`src/dofs_pkg.sv`:
```
// Package for the digital output function selector.
// Assumes one control clock; condition inputs synchronous except the overload and hardware enable pins.
package dofs_pkg;
    localparam int NUM_OUT    = 2;
    localparam int MODE_W     = 5;
    localparam int POS_W      = 32;
    localparam int VEL_W      = 32;
    localparam int PARAM_W    = 32;
    localparam int PLS_W      = 8;
    localparam int SYNC_STAGES = 2;

    localparam logic [MODE_W-1:0] MODE_USER      = 5'h00;
    localparam logic [MODE_W-1:0] MODE_MAINS     = 5'h01;
    localparam logic [MODE_W-1:0] MODE_SWLIMIT   = 5'h02;
    localparam logic [MODE_W-1:0] MODE_MOVEDONE  = 5'h03;
    localparam logic [MODE_W-1:0] MODE_POSERR    = 5'h04;
    localparam logic [MODE_W-1:0] MODE_POS_GT    = 5'h05;
    localparam logic [MODE_W-1:0] MODE_POS_LT    = 5'h06;
    localparam logic [MODE_W-1:0] MODE_WARNING   = 5'h07;
    localparam logic [MODE_W-1:0] MODE_ENABLE    = 5'h08;
    localparam logic [MODE_W-1:0] MODE_RESERVED  = 5'h09;
    localparam logic [MODE_W-1:0] MODE_BRAKE     = 5'h0A;
    localparam logic [MODE_W-1:0] MODE_FAULT     = 5'h0B;
    localparam logic [MODE_W-1:0] MODE_VEL_GT    = 5'h0C;
    localparam logic [MODE_W-1:0] MODE_VEL_LT    = 5'h0D;
    localparam logic [MODE_W-1:0] MODE_HOMED     = 5'h0E;
    localparam logic [MODE_W-1:0] MODE_PLS       = 5'h0F;
    localparam logic [MODE_W-1:0] MODE_CMDBUF    = 5'h10;
    localparam logic [MODE_W-1:0] MODE_INPOS     = 5'h11;
    localparam logic [MODE_W-1:0] MODE_ZPULSE    = 5'h13;
    localparam logic [MODE_W-1:0] MODE_NO_CSTOP  = 5'h14;
    localparam logic [MODE_W-1:0] MODE_PSTAGE_OK = 5'h15;

    localparam logic [1:0] OPMODE_POSITION = 2'h2;
    localparam logic [1:0] CMDSRC_SERVICE  = 2'h0;
    localparam logic       LEVEL_RESET     = 1'b0;
endpackage

```
`src/dofs_cond_if.sv`:
```
// Shared drive conditions passed from top to each output channel.
// Assumes all members are synchronous to clk_sys.
`timescale 1ns/1ns
interface dofs_cond_if;
    import dofs_pkg::*;
    logic                    mains_ok;
    logic                    swlim_hit;
    logic                    move_done;
    logic                    in_window;
    logic                    enabled;
    logic signed [POS_W-1:0] pos_err;
    logic signed [POS_W-1:0] position;
    logic                    warning;
    logic                    brake_released;
    logic                    fault;
    logic        [VEL_W-1:0] abs_vel;
    logic                    homed_ok;
    logic        [PLS_W-1:0] pls_flags;
    logic                    cmdbuf_busy;
    logic                    zpulse;
    logic                    cstop_active;
    logic                    pstage_ok;
    modport src
    (
        output mains_ok, swlim_hit, move_done, in_window, enabled, pos_err,
        position, warning, brake_released, fault, abs_vel, homed_ok,
        pls_flags, cmdbuf_busy, zpulse, cstop_active, pstage_ok
    );
    modport snk
    (
        input mains_ok, swlim_hit, move_done, in_window, enabled, pos_err,
        position, warning, brake_released, fault, abs_vel, homed_ok,
        pls_flags, cmdbuf_busy, zpulse, cstop_active, pstage_ok
    );
endinterface

```
`src/dofs_channel.sv`:
```
// One output channel: function mux, overload latch-off, output register.
// Assumes synchronous reset copy and synchronised overload sense.
`timescale 1ns/1ns
module dofs_channel
    import dofs_pkg::*;
(
    input  wire logic                      clk_sys,
    input  wire logic                      rst_n,
    dofs_cond_if.snk                       cond,
    input  wire logic        [MODE_W-1:0]  mode,
    input  wire logic signed [PARAM_W-1:0] param,
    input  wire logic                      user_level,
    input  wire logic                      overload,
    output logic                           pin_out,
    output logic                           readback
);
    logic                    level_next;
    logic                    trip_reg;
    logic signed [POS_W-1:0] err_abs;
    logic                    was_on_reg;

    always_comb
    begin
        err_abs = cond.pos_err[POS_W-1] ? -cond.pos_err : cond.pos_err;
    end

    always_comb
    begin
        level_next = 1'b0;
        unique case (mode)
            MODE_USER:      level_next = user_level;
            MODE_MAINS:     level_next = cond.mains_ok;
            MODE_SWLIMIT:   level_next = cond.swlim_hit;
            MODE_MOVEDONE:  level_next = cond.move_done && cond.in_window;
            MODE_INPOS:     level_next = cond.in_window;
            MODE_POSERR:    level_next = cond.enabled && (err_abs < param);
            MODE_POS_GT:    level_next = cond.position > param;
            MODE_POS_LT:    level_next = cond.position < param;
            MODE_WARNING:   level_next = cond.warning;
            MODE_ENABLE:    level_next = cond.enabled;
            MODE_BRAKE:     level_next = cond.brake_released;
            MODE_FAULT:     level_next = cond.fault;
            MODE_VEL_GT:    level_next = cond.abs_vel > param;
            MODE_VEL_LT:    level_next = cond.abs_vel < param;
            MODE_HOMED:     level_next = cond.homed_ok;
            MODE_PLS:       level_next = |(cond.pls_flags
                                           & param[PLS_W-1:0]);
            MODE_CMDBUF:    level_next = cond.cmdbuf_busy;
            MODE_ZPULSE:    level_next = cond.zpulse;
            MODE_NO_CSTOP:  level_next = !cond.cstop_active;
            MODE_PSTAGE_OK: level_next = cond.pstage_ok;
            default:        level_next = 1'b0;
        endcase
    end

    // Latch-off only releases once the function asks for off
    always_ff @(posedge clk_sys or negedge rst_n)
    begin
        if (!rst_n)
            trip_reg <= 1'b0;
        else if (overload && pin_out)
            trip_reg <= 1'b1;
        else if (!level_next && !overload)
            trip_reg <= 1'b0;
    end

    always_ff @(posedge clk_sys or negedge rst_n)
    begin
        if (!rst_n)
            pin_out <= LEVEL_RESET;
        else
            pin_out <= level_next && !trip_reg && !overload;
    end

    always_ff @(posedge clk_sys or negedge rst_n)
    begin
        if (!rst_n)
            readback <= LEVEL_RESET;
        else
            readback <= (mode == MODE_ZPULSE) ? 1'b0 : level_next
                        && !trip_reg && !overload;
    end

    always_ff @(posedge clk_sys or negedge rst_n)
    begin
        if (!rst_n)
            was_on_reg <= 1'b0;
        else
            was_on_reg <= pin_out;
    end

    trip_hold_a: assert property (@(posedge clk_sys) disable iff (!rst_n)
        trip_reg |=> !pin_out) else $error("output on while tripped");
    zread_a: assert property (@(posedge clk_sys) disable iff (!rst_n)
        $past(mode) == MODE_ZPULSE |-> !readback)
        else $error("readback not zero in z mode");
    user_mode_a: assert property (@(posedge clk_sys) disable iff (!rst_n)
        (mode == MODE_USER && !overload && !trip_reg) |=>
        pin_out == $past(user_level)) else $error("user level lost");
    reserved_a: assert property (@(posedge clk_sys) disable iff (!rst_n)
        mode == MODE_RESERVED |=> !pin_out)
        else $error("reserved mode drove output");
    overload_a: assert property (@(posedge clk_sys) disable iff (!rst_n)
        overload |=> !pin_out) else $error("on during overload");
endmodule

```
`src/dofs_top.sv`:
```
// Digital output function selector for a servo drive.
// Assumes conditions come from drive control logic on clk_sys, while
// overload senses and hardware enable arrive from pins.
//
// Contract
// Mode 0 drives the user or fieldbus written level.
// Overload trips output off; held off until turned off, not on.
// Mode 1 high while bus voltage between under and over levels.
// Mode 2 asserts when a software limit is reached toward it.
// Mode 3 asserts after trajectory done and position within window.
// Mode 17 asserts as soon as position is within window; the code also requires task_queued low.
// Mode 4 high when enabled and following error magnitude below param.
// Mode 5 position above param; mode 6 position below param.
// Mode 7 asserts on any warning, limit switches included.
// Mode 8 asserts while enabled; mode 9 reserved, output low.
// Mode 10 high while brake released, low while applied.
// Mode 11 high while a drive fault is present.
// Mode 12 speed above param; mode 13 speed below param.
// Mode 14 high after homing done, position opmode, service source.
// Mode 15 high when any limit switch flag under mask is set.
// Mode 16 high while a command buffer executes.
// Mode 19 copies index pulse; readback always zero.
// Mode 20 high unless a controlled stop is active.
// Mode 21 low on power stage fault or low hardware enable.
// Every output evaluated and registered each cycle; low after reset.
`timescale 1ns/1ns
module dofs_top
    import dofs_pkg::*;
(
    input  wire logic                                 clk_sys,
    input  wire logic                                 rstn,
    input  wire logic [NUM_OUT-1:0][MODE_W-1:0]       output_mode,
    input  wire logic [NUM_OUT-1:0][PARAM_W-1:0]      output_function_parameter,
    input  wire logic [NUM_OUT-1:0]                   user_level,
    input  wire logic [NUM_OUT-1:0]                   overload_pin,
    input  wire logic                                 hw_enable_pin,
    input  wire logic                                 bus_above_uv,
    input  wire logic                                 bus_below_ov,
    input  wire logic signed [POS_W-1:0]              position,
    input  wire logic signed [POS_W-1:0]              sw_limit_neg,
    input  wire logic signed [POS_W-1:0]              sw_limit_pos,
    input  wire logic                                 moving_neg,
    input  wire logic                                 moving_pos,
    input  wire logic                                 traj_zero,
    input  wire logic                                 task_queued,
    input  wire logic signed [POS_W-1:0]              target_position,
    input  wire logic        [POS_W-1:0]              target_position_window,
    input  wire logic                                 drive_enabled,
    input  wire logic signed [POS_W-1:0]              position_following_error,
    input  wire logic                                 warning_any,
    input  wire logic                                 limit_switch_pos,
    input  wire logic                                 limit_switch_neg,
    input  wire logic                                 brake_released,
    input  wire logic                                 fault_any,
    input  wire logic signed [VEL_W-1:0]              velocity,
    input  wire logic                                 homing_done,
    input  wire logic        [1:0]                    opmode,
    input  wire logic        [1:0]                    cmd_source,
    input  wire logic        [PLS_W-1:0]              limit_switch_unit_flags,
    input  wire logic                                 cmd_buffer_busy,
    input  wire logic                                 encoder_emulation_output,
    input  wire logic                                 controlled_stop_active,
    input  wire logic                                 power_stage_fault,
    output logic             [NUM_OUT-1:0]            output_pin,
    output logic             [NUM_OUT-1:0]            output_level_readback
);
    logic [SYNC_STAGES-1:0]   rst_sync_reg;
    logic                     rst_n;
    logic [NUM_OUT-1:0]       ovl_meta_reg;
    logic [NUM_OUT-1:0]       ovl_reg;
    logic                     hwen_meta_reg;
    logic                     hwen_reg;
    logic signed [POS_W-1:0]  pos_diff;
    logic signed [POS_W-1:0]  pos_dist;

    dofs_cond_if cond ();

    always_ff @(posedge clk_sys or negedge rstn)
    begin
        if (!rstn)
            rst_sync_reg <= '0;
        else
            rst_sync_reg <= {rst_sync_reg[SYNC_STAGES-2:0], 1'b1};
    end
    assign rst_n = rst_sync_reg[SYNC_STAGES-1];

    // Pin senses are asynchronous to the control clock
    always_ff @(posedge clk_sys or negedge rst_n)
    begin
        if (!rst_n)
        begin
            ovl_meta_reg  <= '0;
            ovl_reg       <= '0;
            hwen_meta_reg <= 1'b0;
            hwen_reg      <= 1'b0;
        end
        else
        begin
            ovl_meta_reg  <= overload_pin;
            ovl_reg       <= ovl_meta_reg;
            hwen_meta_reg <= hw_enable_pin;
            hwen_reg      <= hwen_meta_reg;
        end
    end

    always_comb
    begin
        pos_diff = position - target_position;
        pos_dist = pos_diff[POS_W-1] ? -pos_diff : pos_diff;
    end

    assign cond.mains_ok  = bus_above_uv && bus_below_ov;
    assign cond.swlim_hit = (moving_neg && position <= sw_limit_neg)
                         || (moving_pos && position >= sw_limit_pos);
    assign cond.move_done = traj_zero && !task_queued;
    assign cond.in_window = !task_queued
                         && ($unsigned(pos_dist) <= target_position_window);
    assign cond.enabled   = drive_enabled;
    assign cond.pos_err   = position_following_error;
    assign cond.position  = position;
    assign cond.warning   = warning_any || limit_switch_pos
                         || limit_switch_neg;
    assign cond.brake_released = brake_released;
    assign cond.fault     = fault_any;
    // Most negative velocity still yields its true magnitude, as abs_vel is unsigned
    assign cond.abs_vel   = velocity[VEL_W-1] ? $unsigned(-velocity)
                                              : $unsigned(velocity);
    assign cond.homed_ok  = homing_done && opmode == OPMODE_POSITION
                         && cmd_source == CMDSRC_SERVICE;
    assign cond.pls_flags = limit_switch_unit_flags;
    assign cond.cmdbuf_busy = cmd_buffer_busy;
    assign cond.zpulse    = encoder_emulation_output;
    assign cond.cstop_active = controlled_stop_active;
    assign cond.pstage_ok = !power_stage_fault && hwen_reg;

    genvar gi;
    generate
        for (gi = 0; gi < NUM_OUT; gi++)
        begin : g_ch
            dofs_channel u_ch
            (
                .clk_sys  (clk_sys),
                .rst_n    (rst_n),
                .cond     (cond.snk),
                .mode     (output_mode[gi]),
                .param    (output_function_parameter[gi]),
                .user_level (user_level[gi]),
                .overload (ovl_reg[gi]),
                .pin_out  (output_pin[gi]),
                .readback (output_level_readback[gi])
            );
        end
    endgenerate

    reset_low_a: assert property (@(posedge clk_sys)
        $rose(rst_n) |-> output_pin == '0)
        else $error("outputs not low after reset");
    pstage_a: assert property (@(posedge clk_sys) disable iff (!rst_n)
        (output_mode[0] == MODE_PSTAGE_OK && power_stage_fault)
        |=> !output_pin[0]) else $error("output high on stage fault");
    cstop_a: assert property (@(posedge clk_sys) disable iff (!rst_n)
        (output_mode[0] == MODE_NO_CSTOP && controlled_stop_active)
        |=> !output_pin[0]) else $error("high during stop");
endmodule

```
`config.mk`:
```
export PLATFORM = sky130hd
export DESIGN_NAME = dofs_top
export DESIGN_NICKNAME = d
export VERILOG_FILES = /design/src/dofs_pkg.sv /design/src/dofs_cond_if.sv /design/src/dofs_channel.sv /design/src/dofs_top.sv
export SDC_FILE = /design/constraint.sdc
export NUM_CORES = 1
export LEC_CHECK = 0
export ABC_AREA = 0
export BUFFER_PORTS_ARGS = -buffer_cell sky130_fd_sc_hd__buf_2
export CAP_MARGIN = 5
export CORE_ASPECT_RATIO = 0.9
export CORE_MARGIN = 2
export CORE_UTILIZATION = 38
export DETAILED_ROUTE_END_ITERATION = 7
export MAX_ROUTING_LAYER = met4
export PLACE_DENSITY = 0.72
export SYNTH_ARGS = -nofsm -noshare
export SYNTH_HDL_FRONTEND = slang
export SYNTH_SLANG_ARGS = --single-unit
```
`constraint.sdc`:
```
create_clock -name clk_sys -period 1.4 [get_ports clk_sys]
set_input_delay 0.14 -clock clk_sys [delete_from_list [all_inputs] [get_ports clk_sys]]
set_output_delay 0.14 -clock clk_sys [all_outputs]
set_load 0.05 [all_outputs]
```
==> results of run 1 <==
[power groups by stage]
stage          logic [mW]  registers (mW)  clock network (mW)
6_report             8.37           0.484               0.592
5_1_grt              9.25           0.490               0.625
4_1_cts              8.19           0.483               0.601
3_5_place_dp         7.96           0.487                   0
3_3_place_gp         7.75           0.487                   0
2_1_floorplan        4.35           0.473                   0
[layout by cell type, fill, tap and decap left out, drive strengths merged, types with 66 or more instances in the layout]
cell type  netlist  final
o21ai          101    101
nor2            70     70
nand2          102    102
inv            218    218
a21o            66     66
xnor2           89     89
buf             15    848
ha             320    320
a21oi          119    119
nand4           66     66
[logic make-up after synthesis]
group,synth area share (%)
xor gates and xnor gates,8.35
other,0.0308
muxes,1.05
adders and majority gates,33.1
DFF,2.88
buffers and inverters,8.72
AOI/OAI and AO/OA,26.3
and+or+nand+nor,19.5
[layer usage]
metal | up-vias | GRT usage (%) | part of all wire (%)
met5 | - | - | 0
met2 | 552 | 47.8 | 43
li1 | 7685 | - | -
met3 | 88 | 2.73 | 6.2
met4 | 0 | 9.92 | 3.7
met1 | 6943 | 41.5 | 47
[cell type report]
type / count / area share (%)
Tap cell: 416 / 2.81
Clock buffer: 4 / 0.480
Antenna cell: 5 / 0.0677
Timing Repair Buffer: 849 / 30.3
Inverter: 218 / 4.47
Sequential cell: 14 / 1.89
Multi-Input combinational cell: 1357 / 60.0
[final timing paths]
kind	to	slack (ns)	cells after the start
hold / removal	hwen_meta_reg	0.006	1
setup reg to reg	g_ch[1].u_ch.trip_reg	-0.75	11
hold reg to reg	g_ch[1].u_ch.readback	0.19	0
max in group asynchronous	ovl_meta_reg[0]	0.88	0
setup / recovery	g_ch[1].u_ch.trip_reg	-3.68	24
min in group asynchronous	g_ch[1].u_ch.readback	0.19	0
[what timing repair did]
item	4_1_cts	5_1_grt
resized for setup	35	18
pin swaps	28	25
endpoints found under the setup margin	6	6
hold buffers	1	0
buffers inserted	10	7
hold endpoints to repair	2	0
[metrics by stage]
step / worst slack [ns] / TNS (ns) / area [um^2] / instances / power (mW)
after floorplan: -3.25 / -19.35 / 12300 / 1627 / 4.83
after global placement: -4.13 / -24.37 / 18000 / 2836 / 8.24
after detailed placement: -4.38 / -25.60 / 18000 / 2836 / 8.45
after CTS: -3.62 / -21.25 / 18300 / 2851 / 9.27
after global routing: -3.92 / -23.13 / 18500 / 2863 / 10.4
final: -3.68 / -21.71 / 18500 / 2863 / 9.44
==> run_results.csv, run 1 <==
group,metric,value,unit
yosys,synth_commonest_cells,"ha_1, inv_1, a21oi_1",
yosys,synthTopCellsByArea,"ha_1, inv_1, xnor2_1",
power,p_sw,4.42,mW
yosys,synth_top_area_share,32.9,%
final_layout,utilization,58.3,%
critical_path,setup.worst_path.start,"position[6]",
yosys,synth-edff-count,0,
timing,fin_crit_sh,363,%
detailed_routing,vias,15300,
clocking,clock_sinks,14,
yosys,syn-num-nets,2282,
timing,setup_slack,-3.68,ns
global_routing,grt.overflow.total,0,
final_layout,fillCellCount,2982,
die,core.rowCount,62,
power,p_per_area,511,mW/mm^2
power,p_leak,9.97,nW
global_routing,grt_max_degree,23,
clocking,cts_tree,"yes",
place,detailed_place_hpwl,46300,um
critical_path,rr_startpoint,"hwen_reg",
power,switching_share,46.8,%
timing,min_period,5.08,ns
yosys,synth_cells,1627,
detailed_routing,drt-initial-drc-count,1105,
clocking,cts_buffer_depth,2,
power,p_comb_share,88.6,%
timing,tightestPinTransition,0.738,ns
detailed_routing,firstDrtPassIters,5,
timing,rsz0062_at_grt,"true",
critical_path,crit_fanout,5,
final_layout,area_growth_syn_to_layout,52.1,%
critical_path,crit_required,1.52,ns
place,port_buffers,337,
timing,clock.fmax,197,MHz
clocking,clk_pin_slew,0.05,ns
power,power_frac_seq,5.1,%
critical_path,crit_chain,"buf_2, ha_1, buf_4, o21ai_0, a21oi_2, o21ai_4, buf_6, o21a_4, o21ai_4, xor2_1, or4b_4, nor4_4, a41oi_2, xor2_1, ha_1, nand4_1, buf_4, o211ai_1, a22o_4, o221ai_2, a311oi_1, nand4_1, a41oi_2, o21ai_1",
critical_path,crit_family,"compound AO/OA/AOI/OAI gates",
yosys,syn_avg_cell_area,7.47,um^2
run,drv_cap,0,
yosys,yosys_warnings,0,
power,clkPwrFrac,6.3,%
power,peakVddDrop,0.659,mV
yosys,yosysSeqAreaShare,2.88,%
critical_path,end_kind,"register",
detailed_routing,routed_wl,51300,um
final_layout,regArea,350,um^2
clocking,numCtsBuffers,3,
yosys,synth-main-ff-cell,"dfrtp_1",
critical_path,critPathMaxStageDelay,0.60,ns
timing,fin_skew,0.00715,ns
detailed_routing,ant_nets,0,
global_routing,grt_pass1_wl,78500,um
final_layout,fin_nets,3098,
timing,whs,0.00556,ns
yosys,ys_seq_elements,14,
critical_path,cpMaxStageDelayCell,"or4b_4",
place,routabilityCongestion,0.975,
power,internal_power,5.03,mW
yosys,yosysTopAreaCell,"ha_1",
yosys,yosysMostFrequentCell,"ha_1",
final_layout,multi_input_area,0.0111,mm^2
die,ios,338,
clocking,cts-htree-levels,1,
detailed_routing,wl_per_cell,17.9,um
global_routing,grt_pass1_vias,15100,
timing,finalHoldViolCount,0,
die,dieHeight,174,um
yosys,synthDistinctLibCells,96,
die,die_x,193,um
clocking,cts_root_buffer,"clkbuf_16",
worst_hold_path,hold_class,"input port to register",
die,floorplan.initialDensity,38.3,%
final_layout,drive_gt1_share,38.6,%
timing,setup_viol,6,
outcome,status,"finished, violations left",
timing,slew_viol_final,0,
detailed_routing,vias_per_cell,5.33,
critical_path,path_class,"input port to register",
global_routing,antenna_found_initial,6,
timing,relSlewSlack,50.4,%
yosys,synth_area,0.0122,mm^2
critical_path,arrival,5.20,ns
die,coreArea,0.0317,mm^2
clocking,clock_latency,0.24,ns
detailed_routing,route.detailed.drc,0,
global_routing,grt_use_total,30.6,%
worst_hold_path,hp-start,"hw_enable_pin",
die,die_area,0.0334,mm^2
yosys,async_flop_share,100,%
critical_path,critPathBufInv,4,
outcome,violations,"negative setup slack",
critical_path,startpoint_type,"input port",
No activity file was read; power rests on OpenSTA's default activity.
==> run 2: changes to the inputs <==
PLACE_DENSITY = not set   (was 0.72)
PLACE_DENSITY_LB_ADDON = 0.1   (was not set)
SYNTH_HIERARCHICAL = 1   (was not set)
clock period = 5.3 ns   (was 1.4 ns; I/O delays follow)
==> run_results.csv, run 2 <==
group,metric,value,unit
clocking,cts_root_buffer,"clkbuf_16",
yosys,synthMuxAreaShare,1.19,%
yosys,yosysTopAreaCell,"ha_1",
critical_path,path_class,"input port to register",
timing,clock.fmax,170,MHz
place,port_buffers,337,
final_layout,layout_common_cells,"buf_2, ha_1, buf_4, inv_1, a21oi_1",
die,coreArea,0.0327,mm^2
yosys,synthSimpleGateAreaFrac,22.1,%
critical_path,startpoint_type,"input port",
yosys,yosysMostFrequentCell,"ha_1",
yosys,yosys.area_share.adder,32.1,%
critical_path,arrival,6.01,ns
detailed_routing,routed_wl,46900,um
detailed_routing,ant_nets,0,
die,floorplan.initialDensity,38.4,%
die,die_x,196,um
final_layout,drive_gt1_share,30.7,%
yosys,synth_top_area_share,32.0,%
die,core.rowCount,63,
yosys,synth_compound_area_share,24.5,%
timing,fin_skew,0.00155,ns
outcome,status,"finished, violations left",
detailed_routing,vias_per_cell,5.42,
global_routing,grt.overflow.total,0,
yosys,synth_cells,1723,
power,p_total,2.23,mW
yosys,syn_avg_cell_area,7.29,um^2
power,peakVddDrop,0.102,mV
yosys,yosys_warnings,6,
critical_path,crit_required,5.42,ns
global_routing,antenna_found_initial,6,
detailed_routing,firstDrtPassIters,5,
timing,finalHoldViolCount,0,
final_layout,final_cells,2685,
place,detailed_place_hpwl,42500,um
final_layout,fillCellCount,3300,
die,dieHeight,176,um
yosys,synth_top_family_by_area,"adder cells",
timing,rsz0062_at_grt,"true",
yosys,synth_commonest_cells,"ha_1, inv_1, a21oi_1",
global_routing,grt_max_degree,33,
global_routing,grt_use_total,26.9,%
final_layout,area_growth_syn_to_layout,35.5,%
timing,tightestPinTransition,0.785,ns
run,drv_cap,0,
clocking,cts-htree-levels,1,
detailed_routing,route.detailed.drc,0,
timing,relSlewSlack,47.0,%
clocking,clk_pin_slew,0.04,ns
place,dp.cells,2671,
yosys,synthDistinctLibCells,89,
yosys,synthTopCellsByArea,"ha_1, xnor2_1, inv_1",
die,die_area,0.0345,mm^2
yosys,synth_area,0.0126,mm^2
yosys,syn-num-nets,2379,
detailed_routing,drt-initial-drc-count,726,
global_routing,grt_pass1_wl,71900,um
yosys,yosysSeqAreaShare,2.79,%
timing,min_period,5.89,ns
global_routing,grt_pass1_vias,14400,
critical_path,crit_fanout,3,
yosys,async_flop_share,100,%
critical_path,end_kind,"register",
timing,setup_slack,-0.591,ns
clocking,cts_buffer_depth,2,
power,p_leak,8.81,nW
outcome,violations,"negative setup slack",
timing,setup_viol,6,
final_layout,final_common_cell,"buf_2",
timing,slew_viol_final,0,
yosys,synth-main-ff-cell,"dfrtp_1",
timing,whs,0.0651,ns
power,p_per_area,131,mW/mm^2
detailed_routing,wl_per_cell,17.5,um
yosys,synth-edff-count,0,
critical_path,cpMaxStageDelayCell,"or4_4",
final_layout,fin_nets,2914,
clocking,numCtsBuffers,3,
critical_path,critPathMaxStageDelay,0.49,ns
timing,fin_crit_sh,111,%
detailed_routing,vias,14600,
clocking,clock_sinks,14,
clocking,clock_latency,0.24,ns
worst_hold_path,hold_class,"input port to async pin",
yosys,synth_xor_area_share,9.48,%
yosys,ys_seq_elements,14,
die,ios,338,
clocking,cts_tree,"yes",
place,routabilityCongestion,0.962,
clocking,hold_buffers,0,
run 2: cell count changes after synthesis, moves of 8 or more:
cell	delta
a21oi_1	+42
xnor2_1	+27
o21ai_0	+19
nand3_1	+16
nand2_1	+15
a21o_1	-13
nor4_1	+13
a2111oi_0	-10
a22oi_1	+10
o211ai_1	-8
o31ai_1	+8
run 2: path summary, 6_finish.rpt:
| check | start | end | slack (ns) | cells past startpoint |
|---|---|---|---|---|
| worst max-delay path | position[0] | g_ch[0].u_ch/trip_reg | -0.59 | 26 |
| worst min-delay path | rstn | rst_sync_reg[0] | 0.07 | 1 |
| worst max register to register | hwen_reg | g_ch[1].u_ch/trip_reg | 3.68 | 8 |
| worst min register to register | rst_sync_reg[1] | ovl_meta_reg[1] | 0.21 | 0 |
| max in group asynchronous | rst_sync_reg[1] | g_ch[0].u_ch/trip_reg | 4.76 | 0 |
| min in group clk_sys | hwen_meta_reg | hwen_reg | 0.34 | 0 |
run 2: through the flow:
| step | util [%] | worst slack [ns] | instance area, um^2 | TNS, ns |
|---|---|---|---|---|
| floorplan | - | -0.294 | 12800 | -1.08 |
| global placement | 50.6 | -1.02 | 16600 | -5.73 |
| detailed placement | 50.6 | -1.06 | 16600 | -5.99 |
| finish | 52.0 | -0.591 | 17000 | -3.46 |
| global route | 52.0 | -0.880 | 17000 | -5.17 |
| CTS | 51.2 | -0.652 | 16800 | -3.74 |
run 2: repair_timing:
| item | in CTS | in global routing |
|---|---|---|
| gates resized for setup | 23 | 56 |
| buffers inserted | 4 | 0 |
| pin swaps | 21 | 19 |
| endpoints found under the setup margin | 6 | 6 |
run 2: cells by family after synthesis:
| logic type | count (synthesis) |
|---|---|
| and+or+nand+nor | 503 |
| AOI/OAI and AO/OA | 480 |
| adders and majority gates | 322 |
| buffers and inverters | 255 |
| xor gates and xnor gates | 135 |
| DFF | 14 |
| muxes | 13 |
| other | 1 |
run 2: routing by layer:
metal,routed length [um],GRT usage (%),up-vias
met5,0,-,-
met4,1720,8.97,0
met3,1610,1.47,73
met2,22200,47.0,361
met1,21300,33.3,6687
li1,-,-,7434
run 2: final cells by class:
type	count	area (um^2)	share of cell area, %
diodes	7	17.5	0.103
multi-input cells	1454	11800	69.1
repair buffers	565	3440	20.2
inverters	220	843	4.96
flip-flops and latches	14	350	2.06
clock buffers	3	75.1	0.441
well taps	422	528	3.10
run 2: power by group:
| part | internal [mW] | switching [mW] | leakage (nW) |
|---|---|---|---|
| registers | 0.119 | 0.0103 | 0.173 |
| clock network | 0.0984 | 0.0394 | 0.0370 |
| logic | 0.944 | 1.02 | 8.60 |
| total | 1.16 | 1.07 | 8.81 |
run 2: worst max-delay path: cells and delay by family:
kind            cells  cell delay [ns]
mux                 1             0.47
fa+ha+maj           3             0.80
simple gates        8             2.14
compound gates     11             1.79
xor+xnor            1             0.15
buf+inv             2             0.11
